<file path="config.mk">
export PLATFORM = sky130hd
export DESIGN_NAME = xsx_exec
export DESIGN_NICKNAME = d
export VERILOG_FILES = /design/src/xsx_pkg.sv /design/src/xsx_exec.sv
export SDC_FILE = /design/constraint.sdc
export NUM_CORES = 1
export LEC_CHECK = 0
export BUFFER_PORTS_ARGS = -buffer_cell sky130_fd_sc_hd__clkbuf_2
export CAP_MARGIN = 25
export CORE_UTILIZATION = 29
export DETAILED_ROUTE_END_ITERATION = 8
export GPL_TIMING_DRIVEN = 0
export PLACE_DENSITY = 0.59
export SYNTH_ARGS = -nofsm -noshare
export SYNTH_HDL_FRONTEND = slang
export SYNTH_SLANG_ARGS = --single-unit
</file>
<file path="constraint.sdc">
create_clock -name clk_i -period 3.8 [get_ports clk_i]
set_input_delay 0.76 -clock clk_i [delete_from_list [all_inputs] [get_ports clk_i]]
set_output_delay 0.76 -clock clk_i [all_outputs]
set_load 0.01 [all_outputs]
</file>
<file path="src/xsx_pkg.sv">
// Constants, types and the operand arithmetic of the execution slice for
// subtract, nibble exchange, zero/bit skips, table lookups and XOR.
// Assumes a single 50 MHz clock and synchronous data/program memories.
// How it works
// - minus from work register: work = work + ~mem + 1, four flags updated
// - minus into memory: same sum written to memory, work register kept
// - immediate minus: work = work + ~imm + 1, four flags updated
// - in-place nibble exchange writes swapped byte back, flags untouched
// - nibble exchange to work: swapped memory byte into work register only
// - a true skip discards the prefetched instruction with one dummy cycle
// - test byte: skip when memory byte is zero, nothing written
// - move and test: copy byte to work, skip when zero, flags untouched
// - bit clear test: skip when selected bit is zero, flags untouched
// - bit set test: skip when selected bit is one, flags untouched
// - current page lookup: low byte to memory, high part to table high
// - last page lookup: same transfer from the last program page
// - XOR from memory into work register, only zero flag updated
// - XOR into memory, only zero flag updated
// - XOR immediate into work register, only zero flag updated
`timescale 1ns/1ps

package xsx_pkg;
  localparam int DATA_W = 8;
  localparam int ROM_W = 15;
  localparam int PAGE_W = 4;
  localparam int PADDR_W = 12;
  localparam int HIGH_W = 7;
  localparam logic [3:0] LAST_PAGE = 4'hF;
  localparam logic [7:0] WORK_RESET = 8'h00;
  localparam logic [6:0] HIGH_RESET = 7'h00;

  // instruction selects, binary coded because they arrive from a decoder
  typedef enum logic [3:0] {
    OP_NONE = 4'h0,
    OP_MINUS_WORK = 4'h1,
    OP_MINUS_INTO_MEMORY = 4'h2,
    OP_MINUS_IMM = 4'h3,
    OP_NIBBLE_EXCHANGE = 4'h4,
    OP_NIBBLE_EXCHANGE_TO_WORK = 4'h5,
    OP_TEST_BYTE_SKIP = 4'h6,
    OP_MOVE_TEST_SKIP = 4'h7,
    OP_BIT_CLEAR_SKIP = 4'h8,
    OP_BIT_SET_SKIP = 4'h9,
    OP_LOOKUP_CURRENT_PAGE = 4'hA,
    OP_LOOKUP_LAST_PAGE = 4'hB,
    OP_EXCLUSIVE_OR_WORK = 4'hC,
    OP_EXCLUSIVE_OR_INTO_MEMORY = 4'hD,
    OP_EXCLUSIVE_OR_IMM = 4'hE
  } xsx_op_type;

  // sequencer states, one-hot
  typedef enum logic [4:0] {
    ST_IDLE = 5'h01,
    ST_READ = 5'h02,
    ST_EXEC = 5'h04,
    ST_ROM = 5'h08,
    ST_DUMMY = 5'h10
  } xsx_state_type;
endpackage : xsx_pkg

////////////////////////////////////////////////////////////////////////////
module xsx_alu
  import xsx_pkg::*;
(
  // operation and operands
  input wire xsx_op_type op_i,
  input wire logic [7:0] work_i,
  input wire logic [7:0] mem_i,
  input wire logic [7:0] imm_i,
  input wire logic [2:0] bit_sel_i,
  // results
  output logic [7:0] result_o,
  output logic zero_o,
  output logic carry_o,
  output logic nibble_carry_o,
  output logic signed_wrap_o,
  output logic arith_o,
  output logic logic_o,
  output logic write_work_o,
  output logic write_mem_o,
  output logic skip_o
);
  logic [7:0] operand;
  logic [8:0] diff;
  logic [4:0] low;

  // subtraction is done as addition of the inverted operand plus one
  always_comb
  begin
    operand = mem_i;
    if (op_i == OP_MINUS_IMM || op_i == OP_EXCLUSIVE_OR_IMM)
      operand = imm_i;
    diff = 9'({1'b0, work_i}) + 9'({1'b0, ~operand}) + 9'h001;
    low = 5'({1'b0, work_i[3:0]}) + 5'({1'b0, ~operand[3:0]}) + 5'h01;
    result_o = 8'h00;
    arith_o = 1'b0;
    logic_o = 1'b0;
    write_work_o = 1'b0;
    write_mem_o = 1'b0;
    skip_o = 1'b0;
    case (op_i)
      OP_MINUS_WORK, OP_MINUS_IMM:
      begin
        result_o = diff[7:0];
        arith_o = 1'b1;
        write_work_o = 1'b1;
      end
      OP_MINUS_INTO_MEMORY:
      begin
        result_o = diff[7:0];
        arith_o = 1'b1;
        write_mem_o = 1'b1;
      end
      OP_NIBBLE_EXCHANGE:
      begin
        result_o = {mem_i[3:0], mem_i[7:4]};
        write_mem_o = 1'b1;
      end
      OP_NIBBLE_EXCHANGE_TO_WORK:
      begin
        result_o = {mem_i[3:0], mem_i[7:4]};
        write_work_o = 1'b1;
      end
      OP_TEST_BYTE_SKIP:
        skip_o = (mem_i == 8'h00);
      OP_MOVE_TEST_SKIP:
      begin
        result_o = mem_i;
        write_work_o = 1'b1;
        skip_o = (mem_i == 8'h00);
      end
      OP_BIT_CLEAR_SKIP:
        skip_o = ~mem_i[bit_sel_i];
      OP_BIT_SET_SKIP:
        skip_o = mem_i[bit_sel_i];
      OP_EXCLUSIVE_OR_WORK, OP_EXCLUSIVE_OR_IMM:
      begin
        result_o = work_i ^ operand;
        logic_o = 1'b1;
        write_work_o = 1'b1;
      end
      OP_EXCLUSIVE_OR_INTO_MEMORY:
      begin
        result_o = work_i ^ operand;
        logic_o = 1'b1;
        write_mem_o = 1'b1;
      end
      default:
        result_o = 8'h00;
    endcase
    zero_o = (result_o == 8'h00);
    carry_o = diff[8];
    nibble_carry_o = low[4];
    // a signed wrap needs operands of unlike sign and a flipped sign bit
    signed_wrap_o = (work_i[7] != operand[7]) && (diff[7] != work_i[7]);
  end
endmodule // xsx_alu

</file>
<file path="src/xsx_exec.sv">
// Sequencer of the execution slice: fetches the operand, runs the
// arithmetic, writes back, drives table lookups and skip dummy cycles.
// Assumes data and program memories answer one clock after a read strobe.
`timescale 1ns/1ps

module xsx_exec
  import xsx_pkg::*;
(
  // clock and reset
  input wire logic clk_i,
  input wire logic rst_i,
  // instruction issue
  input wire logic start_i,
  input wire xsx_op_type op_i,
  input wire logic [7:0] addr_i,
  input wire logic [2:0] bit_sel_i,
  input wire logic [7:0] imm_i,
  input wire logic [PAGE_W-1:0] pc_page_i,
  input wire logic [7:0] table_pointer_i,
  // data memory
  output logic [7:0] dmem_addr_o,
  output logic dmem_rd_o,
  output logic dmem_we_o,
  output logic [7:0] dmem_wdata_o,
  input wire logic [7:0] dmem_rdata_i,
  // program memory
  output logic [PADDR_W-1:0] rom_addr_o,
  output logic rom_rd_o,
  input wire logic [ROM_W-1:0] rom_data_i,
  // architectural state
  output logic [7:0] work_register_o,
  output logic zero_flag_o,
  output logic carry_flag_o,
  output logic nibble_carry_flag_o,
  output logic signed_wrap_flag_o,
  output logic [HIGH_W-1:0] table_high_byte_o,
  // sequencing status
  output logic ready_o,
  output logic done_o,
  output logic skip_o
);
  xsx_state_type state, next_state;
  xsx_op_type op, next_op;
  logic [2:0] bit_sel, next_bit_sel;
  logic [7:0] imm, next_imm;
  logic [7:0] next_dmem_addr, next_dmem_wdata, next_work;
  logic next_dmem_rd, next_dmem_we, next_rom_rd;
  logic [PADDR_W-1:0] next_rom_addr;
  logic next_zero, next_carry, next_nibble, next_wrap;
  logic [HIGH_W-1:0] next_high;
  logic next_ready, next_done, next_skip;
  logic [7:0] alu_result;
  logic alu_zero, alu_carry, alu_nibble, alu_wrap;
  logic alu_arith, alu_logic, alu_wwork, alu_wmem, alu_skip;
  logic is_lookup;

  ////////////////////////////////////////////////////////////////////////
  // operand arithmetic, fed from the latched instruction
  xsx_alu u_alu (
    .op_i(op),
    .work_i(work_register_o),
    .mem_i(dmem_rdata_i),
    .imm_i(imm),
    .bit_sel_i(bit_sel),
    .result_o(alu_result),
    .zero_o(alu_zero),
    .carry_o(alu_carry),
    .nibble_carry_o(alu_nibble),
    .signed_wrap_o(alu_wrap),
    .arith_o(alu_arith),
    .logic_o(alu_logic),
    .write_work_o(alu_wwork),
    .write_mem_o(alu_wmem),
    .skip_o(alu_skip)
  );

  assign is_lookup = (op == OP_LOOKUP_CURRENT_PAGE) ||
    (op == OP_LOOKUP_LAST_PAGE);

  ////////////////////////////////////////////////////////////////////////
  // next-state logic; every output is registered so strobes lag by a cycle
  always_comb
  begin
    next_state = state;
    next_op = op;
    next_bit_sel = bit_sel;
    next_imm = imm;
    next_dmem_addr = dmem_addr_o;
    next_dmem_rd = 1'b0;
    next_dmem_we = 1'b0;
    next_dmem_wdata = dmem_wdata_o;
    next_rom_addr = rom_addr_o;
    next_rom_rd = 1'b0;
    next_work = work_register_o;
    next_zero = zero_flag_o;
    next_carry = carry_flag_o;
    next_nibble = nibble_carry_flag_o;
    next_wrap = signed_wrap_flag_o;
    next_high = table_high_byte_o;
    next_done = 1'b0;
    next_skip = 1'b0;
    unique case (state)
      ST_IDLE:
        if (start_i)
        begin
          next_op = op_i;
          next_bit_sel = bit_sel_i;
          next_imm = imm_i;
          next_dmem_addr = addr_i;
          if (op_i == OP_LOOKUP_CURRENT_PAGE)
          begin
            // pointer is only read, never advanced here
            next_rom_addr = {pc_page_i, table_pointer_i};
            next_rom_rd = 1'b1;
            next_state = ST_ROM;
          end
          else if (op_i == OP_LOOKUP_LAST_PAGE)
          begin
            next_rom_addr = {LAST_PAGE, table_pointer_i};
            next_rom_rd = 1'b1;
            next_state = ST_ROM;
          end
          else
          begin
            // immediates need no operand, but one path keeps timing uniform
            next_dmem_rd = 1'b1;
            next_state = ST_READ;
          end
        end
      ST_READ, ST_ROM:
        next_state = ST_EXEC;
      ST_EXEC:
      begin
        if (is_lookup)
        begin
          // low byte to memory, upper seven bits to the high register
          next_dmem_we = 1'b1;
          next_dmem_wdata = rom_data_i[7:0];
          next_high = rom_data_i[ROM_W-1:8];
        end
        else
        begin
          if (alu_wwork)
            next_work = alu_result;
          if (alu_wmem)
          begin
            next_dmem_we = 1'b1;
            next_dmem_wdata = alu_result;
          end
          if (alu_arith)
          begin
            next_zero = alu_zero;
            next_carry = alu_carry;
            next_nibble = alu_nibble;
            next_wrap = alu_wrap;
          end
          if (alu_logic)
            next_zero = alu_zero;
        end
        if (!is_lookup && alu_skip)
        begin
          // prefetched word is thrown away during the dummy cycle
          next_skip = 1'b1;
          next_state = ST_DUMMY;
        end
        else
        begin
          next_done = 1'b1;
          next_state = ST_IDLE;
        end
      end
      ST_DUMMY:
      begin
        next_done = 1'b1;
        next_state = ST_IDLE;
      end
    endcase
    next_ready = (next_state == ST_IDLE);
  end

  ////////////////////////////////////////////////////////////////////////
  // state registers
  always_ff @(posedge clk_i)
  begin
    if (rst_i)
    begin
      state <= ST_IDLE;
      op <= OP_NONE;
      bit_sel <= 3'h0;
      imm <= 8'h00;
      dmem_addr_o <= 8'h00;
      dmem_rd_o <= 1'b0;
      dmem_we_o <= 1'b0;
      dmem_wdata_o <= 8'h00;
      rom_addr_o <= 12'h000;
      rom_rd_o <= 1'b0;
      work_register_o <= WORK_RESET;
      zero_flag_o <= 1'b0;
      carry_flag_o <= 1'b0;
      nibble_carry_flag_o <= 1'b0;
      signed_wrap_flag_o <= 1'b0;
      table_high_byte_o <= HIGH_RESET;
      ready_o <= 1'b1;
      done_o <= 1'b0;
      skip_o <= 1'b0;
    end
    else
    begin
      state <= next_state;
      op <= next_op;
      bit_sel <= next_bit_sel;
      imm <= next_imm;
      dmem_addr_o <= next_dmem_addr;
      dmem_rd_o <= next_dmem_rd;
      dmem_we_o <= next_dmem_we;
      dmem_wdata_o <= next_dmem_wdata;
      rom_addr_o <= next_rom_addr;
      rom_rd_o <= next_rom_rd;
      work_register_o <= next_work;
      zero_flag_o <= next_zero;
      carry_flag_o <= next_carry;
      nibble_carry_flag_o <= next_nibble;
      signed_wrap_flag_o <= next_wrap;
      table_high_byte_o <= next_high;
      ready_o <= next_ready;
      done_o <= next_done;
      skip_o <= next_skip;
    end
  end
endmodule // xsx_exec

</file>
==> results of run 1 <==
-- state kept, by name, summed over array words and instances (netlist names) --
name,flops
work_register_o,8
imm,8
table_high_byte_o,7
bit_sel,3
rom_addr_o,12
signed_wrap_flag_o,1
state,5
ready_o,1
rom_rd_o,1
carry_flag_o,1
dmem_we_o,1
op,4
done_o,1
nibble_carry_flag_o,1
zero_flag_o,1
skip_o,1
dmem_addr_o,8
dmem_rd_o,1
dmem_wdata_o,8
-- worst paths after layout --
| check | cells past startpoint | slack [ns] | from | end |
|---|---|---|---|---|
| max | 13 | 0.12 | op[0]$_SDFFE_PP0P_ | zero_flag_o$_SDFFE_PP0P_ |
| min | 2 | 0.46 | table_high_byte_o[4]$_SDFFE_PP0P_ | table_high_byte_o[4]$_SDFFE_PP0P_ |
| max reg2reg | 13 | 0.12 | op[0]$_SDFFE_PP0P_ | zero_flag_o$_SDFFE_PP0P_ |
| min reg2reg | 2 | 0.46 | table_high_byte_o[4]$_SDFFE_PP0P_ | table_high_byte_o[4]$_SDFFE_PP0P_ |
-- layout by cell type (no fill, tap or decap), types with 7 or more instances in the layout --
master / instances
ha_1: 8
clkbuf_2: 114
a211oi_1: 12
nand2_1: 84
a21oi_1: 59
clkbuf_16: 9
dfxtp_1: 71
buf_4: 7
clkbuf_1: 22
nor2_1: 34
o21ai_0: 12
nand3_1: 10
inv_1: 9
mux2i_1: 13
nand2b_1: 7
nor3_1: 14
-- through the flow --
stage	instances	util
global placement	740	0.366
CTS	759	0.392
floorplan	459	-
detailed placement	740	0.366
finish	761	0.399
global route	761	0.399
-- power by group through the flow --
stage               sequential (mW)  clock (mW)  combinational, mW
floorplan                     0.824           0              0.154
CTS                           0.806       0.766              0.268
global route                  0.809       0.800              0.305
finish                        0.806       0.750              0.278
global placement              0.821           0              0.255
detailed placement            0.822           0              0.259
-- cells by family (layout without fill, tap and decap cells) --
kind of cell    Yosys count  after routing
compound gates          124            124
xor+xnor                  5              5
fa+ha+maj                10             10
buf+inv                  39            173
flops                    73             73
mux                      18             18
simple gates            190            190
-- per-layer routing --
metal	global-route usage	vias up	part of all wire
li1	-	1902	-
met1	0.226	1742	0.44
met2	0.297	104	0.49
met3	0.0438	13	0.062
met4	0.0684	0	0.017
met5	0	-	0
-- area by class of cell --
type                    instances  area (um2)
flip-flops and latches         73        1470
clock inverters                 3        20.0
fillers                      1293        7370
repair buffers                120         618
multi-input cells             347        2150
clock buffers                  11         233
well taps                     168         210
plain buffers                  29         151
inverters                      10        41.3
-- repair_timing --
item                                    in CTS  in global routing
buffers inserted                             5                  2
resized for setup                            9                 21
hold buffers                                 0                  0
pin swaps                                    2                  6
endpoints found under the setup margin       4                  3
gates cloned                                 0                  0
-- worst max-delay path: stages, from the launching register on --
cell and delay, ns:
dfxtp_4 0.36, buf_6 0.14, nand2b_1 0.15, or2_2 0.30, o21ai_2 0.07, nand2_2 0.11
mux2_4 0.32, ha_1 0.20, fa_2 0.54, o32a_1 0.21, o22ai_4 0.11, or4_1 0.43
or4_4 0.45, o31ai_4 0.21
==> flow_summary.toml, run 1 <==
[sta]
worstMarginPinSlew_ns = 0.656
fmax_mhz = 271
whs_ns = 0.455
finalSetupViolCount = 0
timing.final.crit_share = 0.969
drv_slew = 0
finalCriticalPeriod_ns = 3.68
hold_viol_final = 0
setup_tns_ns = 0
skew_ns = 0.0119
setup_ws_ns = 0.116
max-slew-margin-rel = 0.563

[drt]
drc = 0
num_vias = 3761
drt_iter0_markers = 183
detail-route-antenna-nets = 0
wl_um = 11700
drt-wirelength-per-cell_um = 15.4
firstDrtPassIters = 4
viasPerCell = 4.94

[worst_setup_path]
path_max_fanout = 10
critPathKind = "reg2reg"
worstSetupStartpointType = "flip-flop"
setup.worst_path.end_class = "flip-flop"
arrival_ns = 3.94
required_ns = 4.06

[global_route]
grt_pass1_wl_um = 18300
gr-usage-all-layers = 0.180
grt_overflow = 0
grt_antenna_before_repair = 0
grt_pass1_vias = 3594
grt_max_degree = 12

[final_layout]
syn2layout_area_growth_pct = 31.9
antenna-diode-count = 0
finalInstanceArea_mm2 = 0.00489
nNetsFinal = 661
drive_above_1_share = 0.285

[clock_tree]
cts_tree = "yes"
clk_path_buf_depth = 2
cts_sinks = 73
cts_htree_levels = 3
numCtsBuffers = 9
path_clk_slew_ns = 0.06
clockRootBuffer = "clkbuf_16"
clk_latency_ns = 0.33

[pwr]
powerDensity_mw_per_mm2 = 375
leakage_nw = 1.98
p_switching_uw = 498
pwr-share-clk = 0.409
switching_share = 0.272
ir_drop_v = 0.000209
p_comb_frac = 0.151
total_power_mw = 1.83
seqPwrFrac = 0.440
internal-power_mw = 1.34

[die]
core-area_mm2 = 0.0123
initial_core_util = 0.303
dieArea_mm2 = 0.0133
die_w_um = 115
die_h_um = 115
pin_count = 114
rows = 40

[placement]
place_area_mm2 = 0.00449
portBuffers = 113
post-place-ws_ns = -0.438
gp_congestion = 0.836
dp.final_hpwl_um = 9050

[yosys]
netlist_area_mm2 = 0.00371
synth.area.mux_share = 0.0560
synth.area.top_cells = "dfxtp_1 (39%), nand2_1 (8.6%), a21oi_1 (8.0%)"
synth_seq_cells = 73
synth-simple-area-share = 0.249
synthCells = 459
synthXorXnorAreaFrac = 0.0118
synth_fa_ha_area_frac = 0.0357
syn_area_per_cell_um2 = 8.09
yosysWarnings = 0
synthTopCellsByCount = "nand2_1 (85), dfxtp_1 (73), a21oi_1 (59), nor2_1 (34), clkbuf_1 (21)"
synth-edff-count = 0
synth_compound_area_frac = 0.208
async_flop_share = 0
yosysTopAreaCell = "dfxtp_1"
synth_top_family_by_area = "simple AND/OR/NAND/NOR gates"
syn-num-nets = 530
synth_cell_types = 57
synth_flop_cell = "dfxtp_1"
synth_top_cell_area_share = 0.394
ys_seq_area_frac = 0.394
yosys.cell_count.top_type = "nand2_1"

[outcome]
status = "complete, no violations"

[min_path]
min_path_type = "reg2reg"

[flow_run]
maxCapViolCount = 0
No activity file was read; power rests on OpenSTA's default activity.
==> inputs of run 2 (changes only) <==
--- a/config.mk
+++ b/config.mk
@@ -8,9 +8,11 @@
 export BUFFER_PORTS_ARGS = -buffer_cell sky130_fd_sc_hd__clkbuf_2
 export CAP_MARGIN = 25
 export CORE_UTILIZATION = 29
+export CTS_CLUSTER_DIAMETER = 150
 export DETAILED_ROUTE_END_ITERATION = 8
 export GPL_TIMING_DRIVEN = 0
 export PLACE_DENSITY = 0.59
+export REMOVE_ABC_BUFFERS = 1
 export SYNTH_ARGS = -nofsm -noshare
 export SYNTH_HDL_FRONTEND = slang
 export SYNTH_SLANG_ARGS = --single-unit
==> flow_summary.toml, run 2 (synthesis gave the netlist of run 1 again) <==
[placement]
place_area_mm2 = 0.00440
portBuffers = 113
gp_congestion = 0.833
dp.final_hpwl_um = 7620
dp_cells = 714
post-place-ws_ns = -0.387

[worst_setup_path]
r2r_cells = 14
required_ns = 4.05
cp_cell_sequence = "nand2b_1, or2_2, o21ai_0, nand2_2, buf_4, buf_4, mux2i_2, ha_4, nor2b_2, o31a_1, mux2i_1, o221ai_2, or4_1, o31ai_1"
crit_family = "simple AND/OR/NAND/NOR gates"
path_max_fanout = 15
critPathKind = "reg2reg"
setup.worst_path.end_class = "flip-flop"
critPathMostFrequentCell = "buf_4"
cp_num_buf_inv = 2
worstSetupStartpointType = "flip-flop"
arrival_ns = 3.84
cpPeakStageDelay_ns = 0.53
path_depth = 14
cp_slowest_cell = "or4_1"

[die]
pin_count = 114
die_h_um = 115
dieArea_mm2 = 0.0133
rows = 40
die_w_um = 115
core-area_mm2 = 0.0123
initial_core_util = 0.303

[pwr]
powerDensity_mw_per_mm2 = 402
seqPwrFrac = 0.425
p_comb_frac = 0.125
pwr-share-clk = 0.450
leakage_nw = 1.95
p_switching_uw = 489
switching_share = 0.254
internal-power_mw = 1.43
total_power_mw = 1.92
ir_drop_v = 0.000296

[sta]
whs_ns = 0.454
drv_slew = 0
finalSetupViolCount = 0
setup_ws_ns = 0.215
skew_ns = 0.00662
setup_tns_ns = 0
fmax_mhz = 279
grt_setup_unrepaired = "no"
hold_viol_final = 0
timing.final.crit_share = 0.943
finalCriticalPeriod_ns = 3.59
max-slew-margin-rel = 0.435
worstMarginPinSlew_ns = 0.848

[final_layout]
top_register = "rom_addr_o"
syn2layout_area_growth_pct = 29.1
fill_cells = 1302
largest_reg_flops = 12
mostFrequentLayoutCell = "clkbuf_2"
utilization = 0.391
antenna-diode-count = 0
drive_above_1_share = 0.282
nNetsFinal = 633
final_cells = 735
final_cell_mix = "clkbuf_2 (112), nand2_1 (84), dfxtp_1 (70)"
finalInstanceArea_mm2 = 0.00479

[min_path]
hold_depth = 2
min_path_type = "reg2reg"

[global_route]
grt_max_degree = 76
grt_pass1_wl_um = 17000
grt_overflow = 0
gr-usage-all-layers = 0.165
grt_pass1_vias = 3422
grt_antenna_before_repair = 0

[drt]
num_vias = 3651
drt-wirelength-per-cell_um = 14.0
drt_iter0_markers = 172
drc = 0
detail-route-antenna-nets = 0
firstDrtPassIters = 4
viasPerCell = 4.97
wl_um = 10300

[clock_tree]
path_clk_slew_ns = 0.06
hold_buffers = 0
numCtsBuffers = 9
cts_tree = "yes"
clockRootBuffer = "clkbuf_16"
clk_latency_ns = 0.34
clk_path_buf_depth = 2
cts_htree_levels = 3
cts_sinks = 73

[outcome]
status = "complete, no violations"

[flow_run]
maxCapViolCount = 0
==> run 2: worst min-delay path, cell delays in order (launching register included) <==
cell and delay, ns:
dfxtp_1 0.30, nand2_1 0.05, a21oi_1 0.05
==> run 2: what timing repair did <==
| action | in CTS | in global routing |
|---|---|---|
| endpoints found under the setup margin | 4 | 1 |
| pin swaps | 0 | 2 |
| gates cloned | 0 | 0 |
| gates resized for setup | 7 | 6 |
| buffers inserted | 2 | 3 |
==> run 2: power by group through the flow <==
stage | Clock [mW] | Combinational [mW] | Sequential, mW
finish | 0.866 | 0.241 | 0.817
global route | 0.921 | 0.272 | 0.822
CTS | 0.899 | 0.237 | 0.818
detailed placement | 0 | 0.235 | 0.835
global placement | 0 | 0.224 | 0.834
floorplan | 0 | 0.127 | 0.833
==> run 2: path summary, 6_finish.rpt <==
kind | end | slack [ns] | start
max | zero_flag_o$_SDFFE_PP0P_ | 0.21 | op[0]$_SDFFE_PP0P_
max reg2reg | zero_flag_o$_SDFFE_PP0P_ | 0.21 | op[0]$_SDFFE_PP0P_
min | table_high_byte_o[5]$_SDFFE_PP0P_ | 0.45 | table_high_byte_o[5]$_SDFFE_PP0P_
min reg2reg | table_high_byte_o[5]$_SDFFE_PP0P_ | 0.45 | table_high_byte_o[5]$_SDFFE_PP0P_
==> run 2: per-layer routing <==
layer  wire (um)  up-vias  part of all wire  GRT usage
li1            -     1843                 -          -
met1        4680     1690              0.45      0.211
met2        4830      108              0.47      0.264
met3         667       10             0.065     0.0469
met4         132        0             0.013     0.0615
met5           0        -                 0          0
==> run 2: layout make-up <==
cell class / instances / area (um2) / share of cell area
clock buffer: 11 / 253 / 0.0528
clock inverter: 5 / 53.8 / 0.0112
inverter: 10 / 37.5 / 0.00783
multi-input combinational: 347 / 2130 / 0.444
sequential: 73 / 1470 / 0.307
tap: 168 / 210 / 0.0439
timing repair buffer: 121 / 637 / 0.133
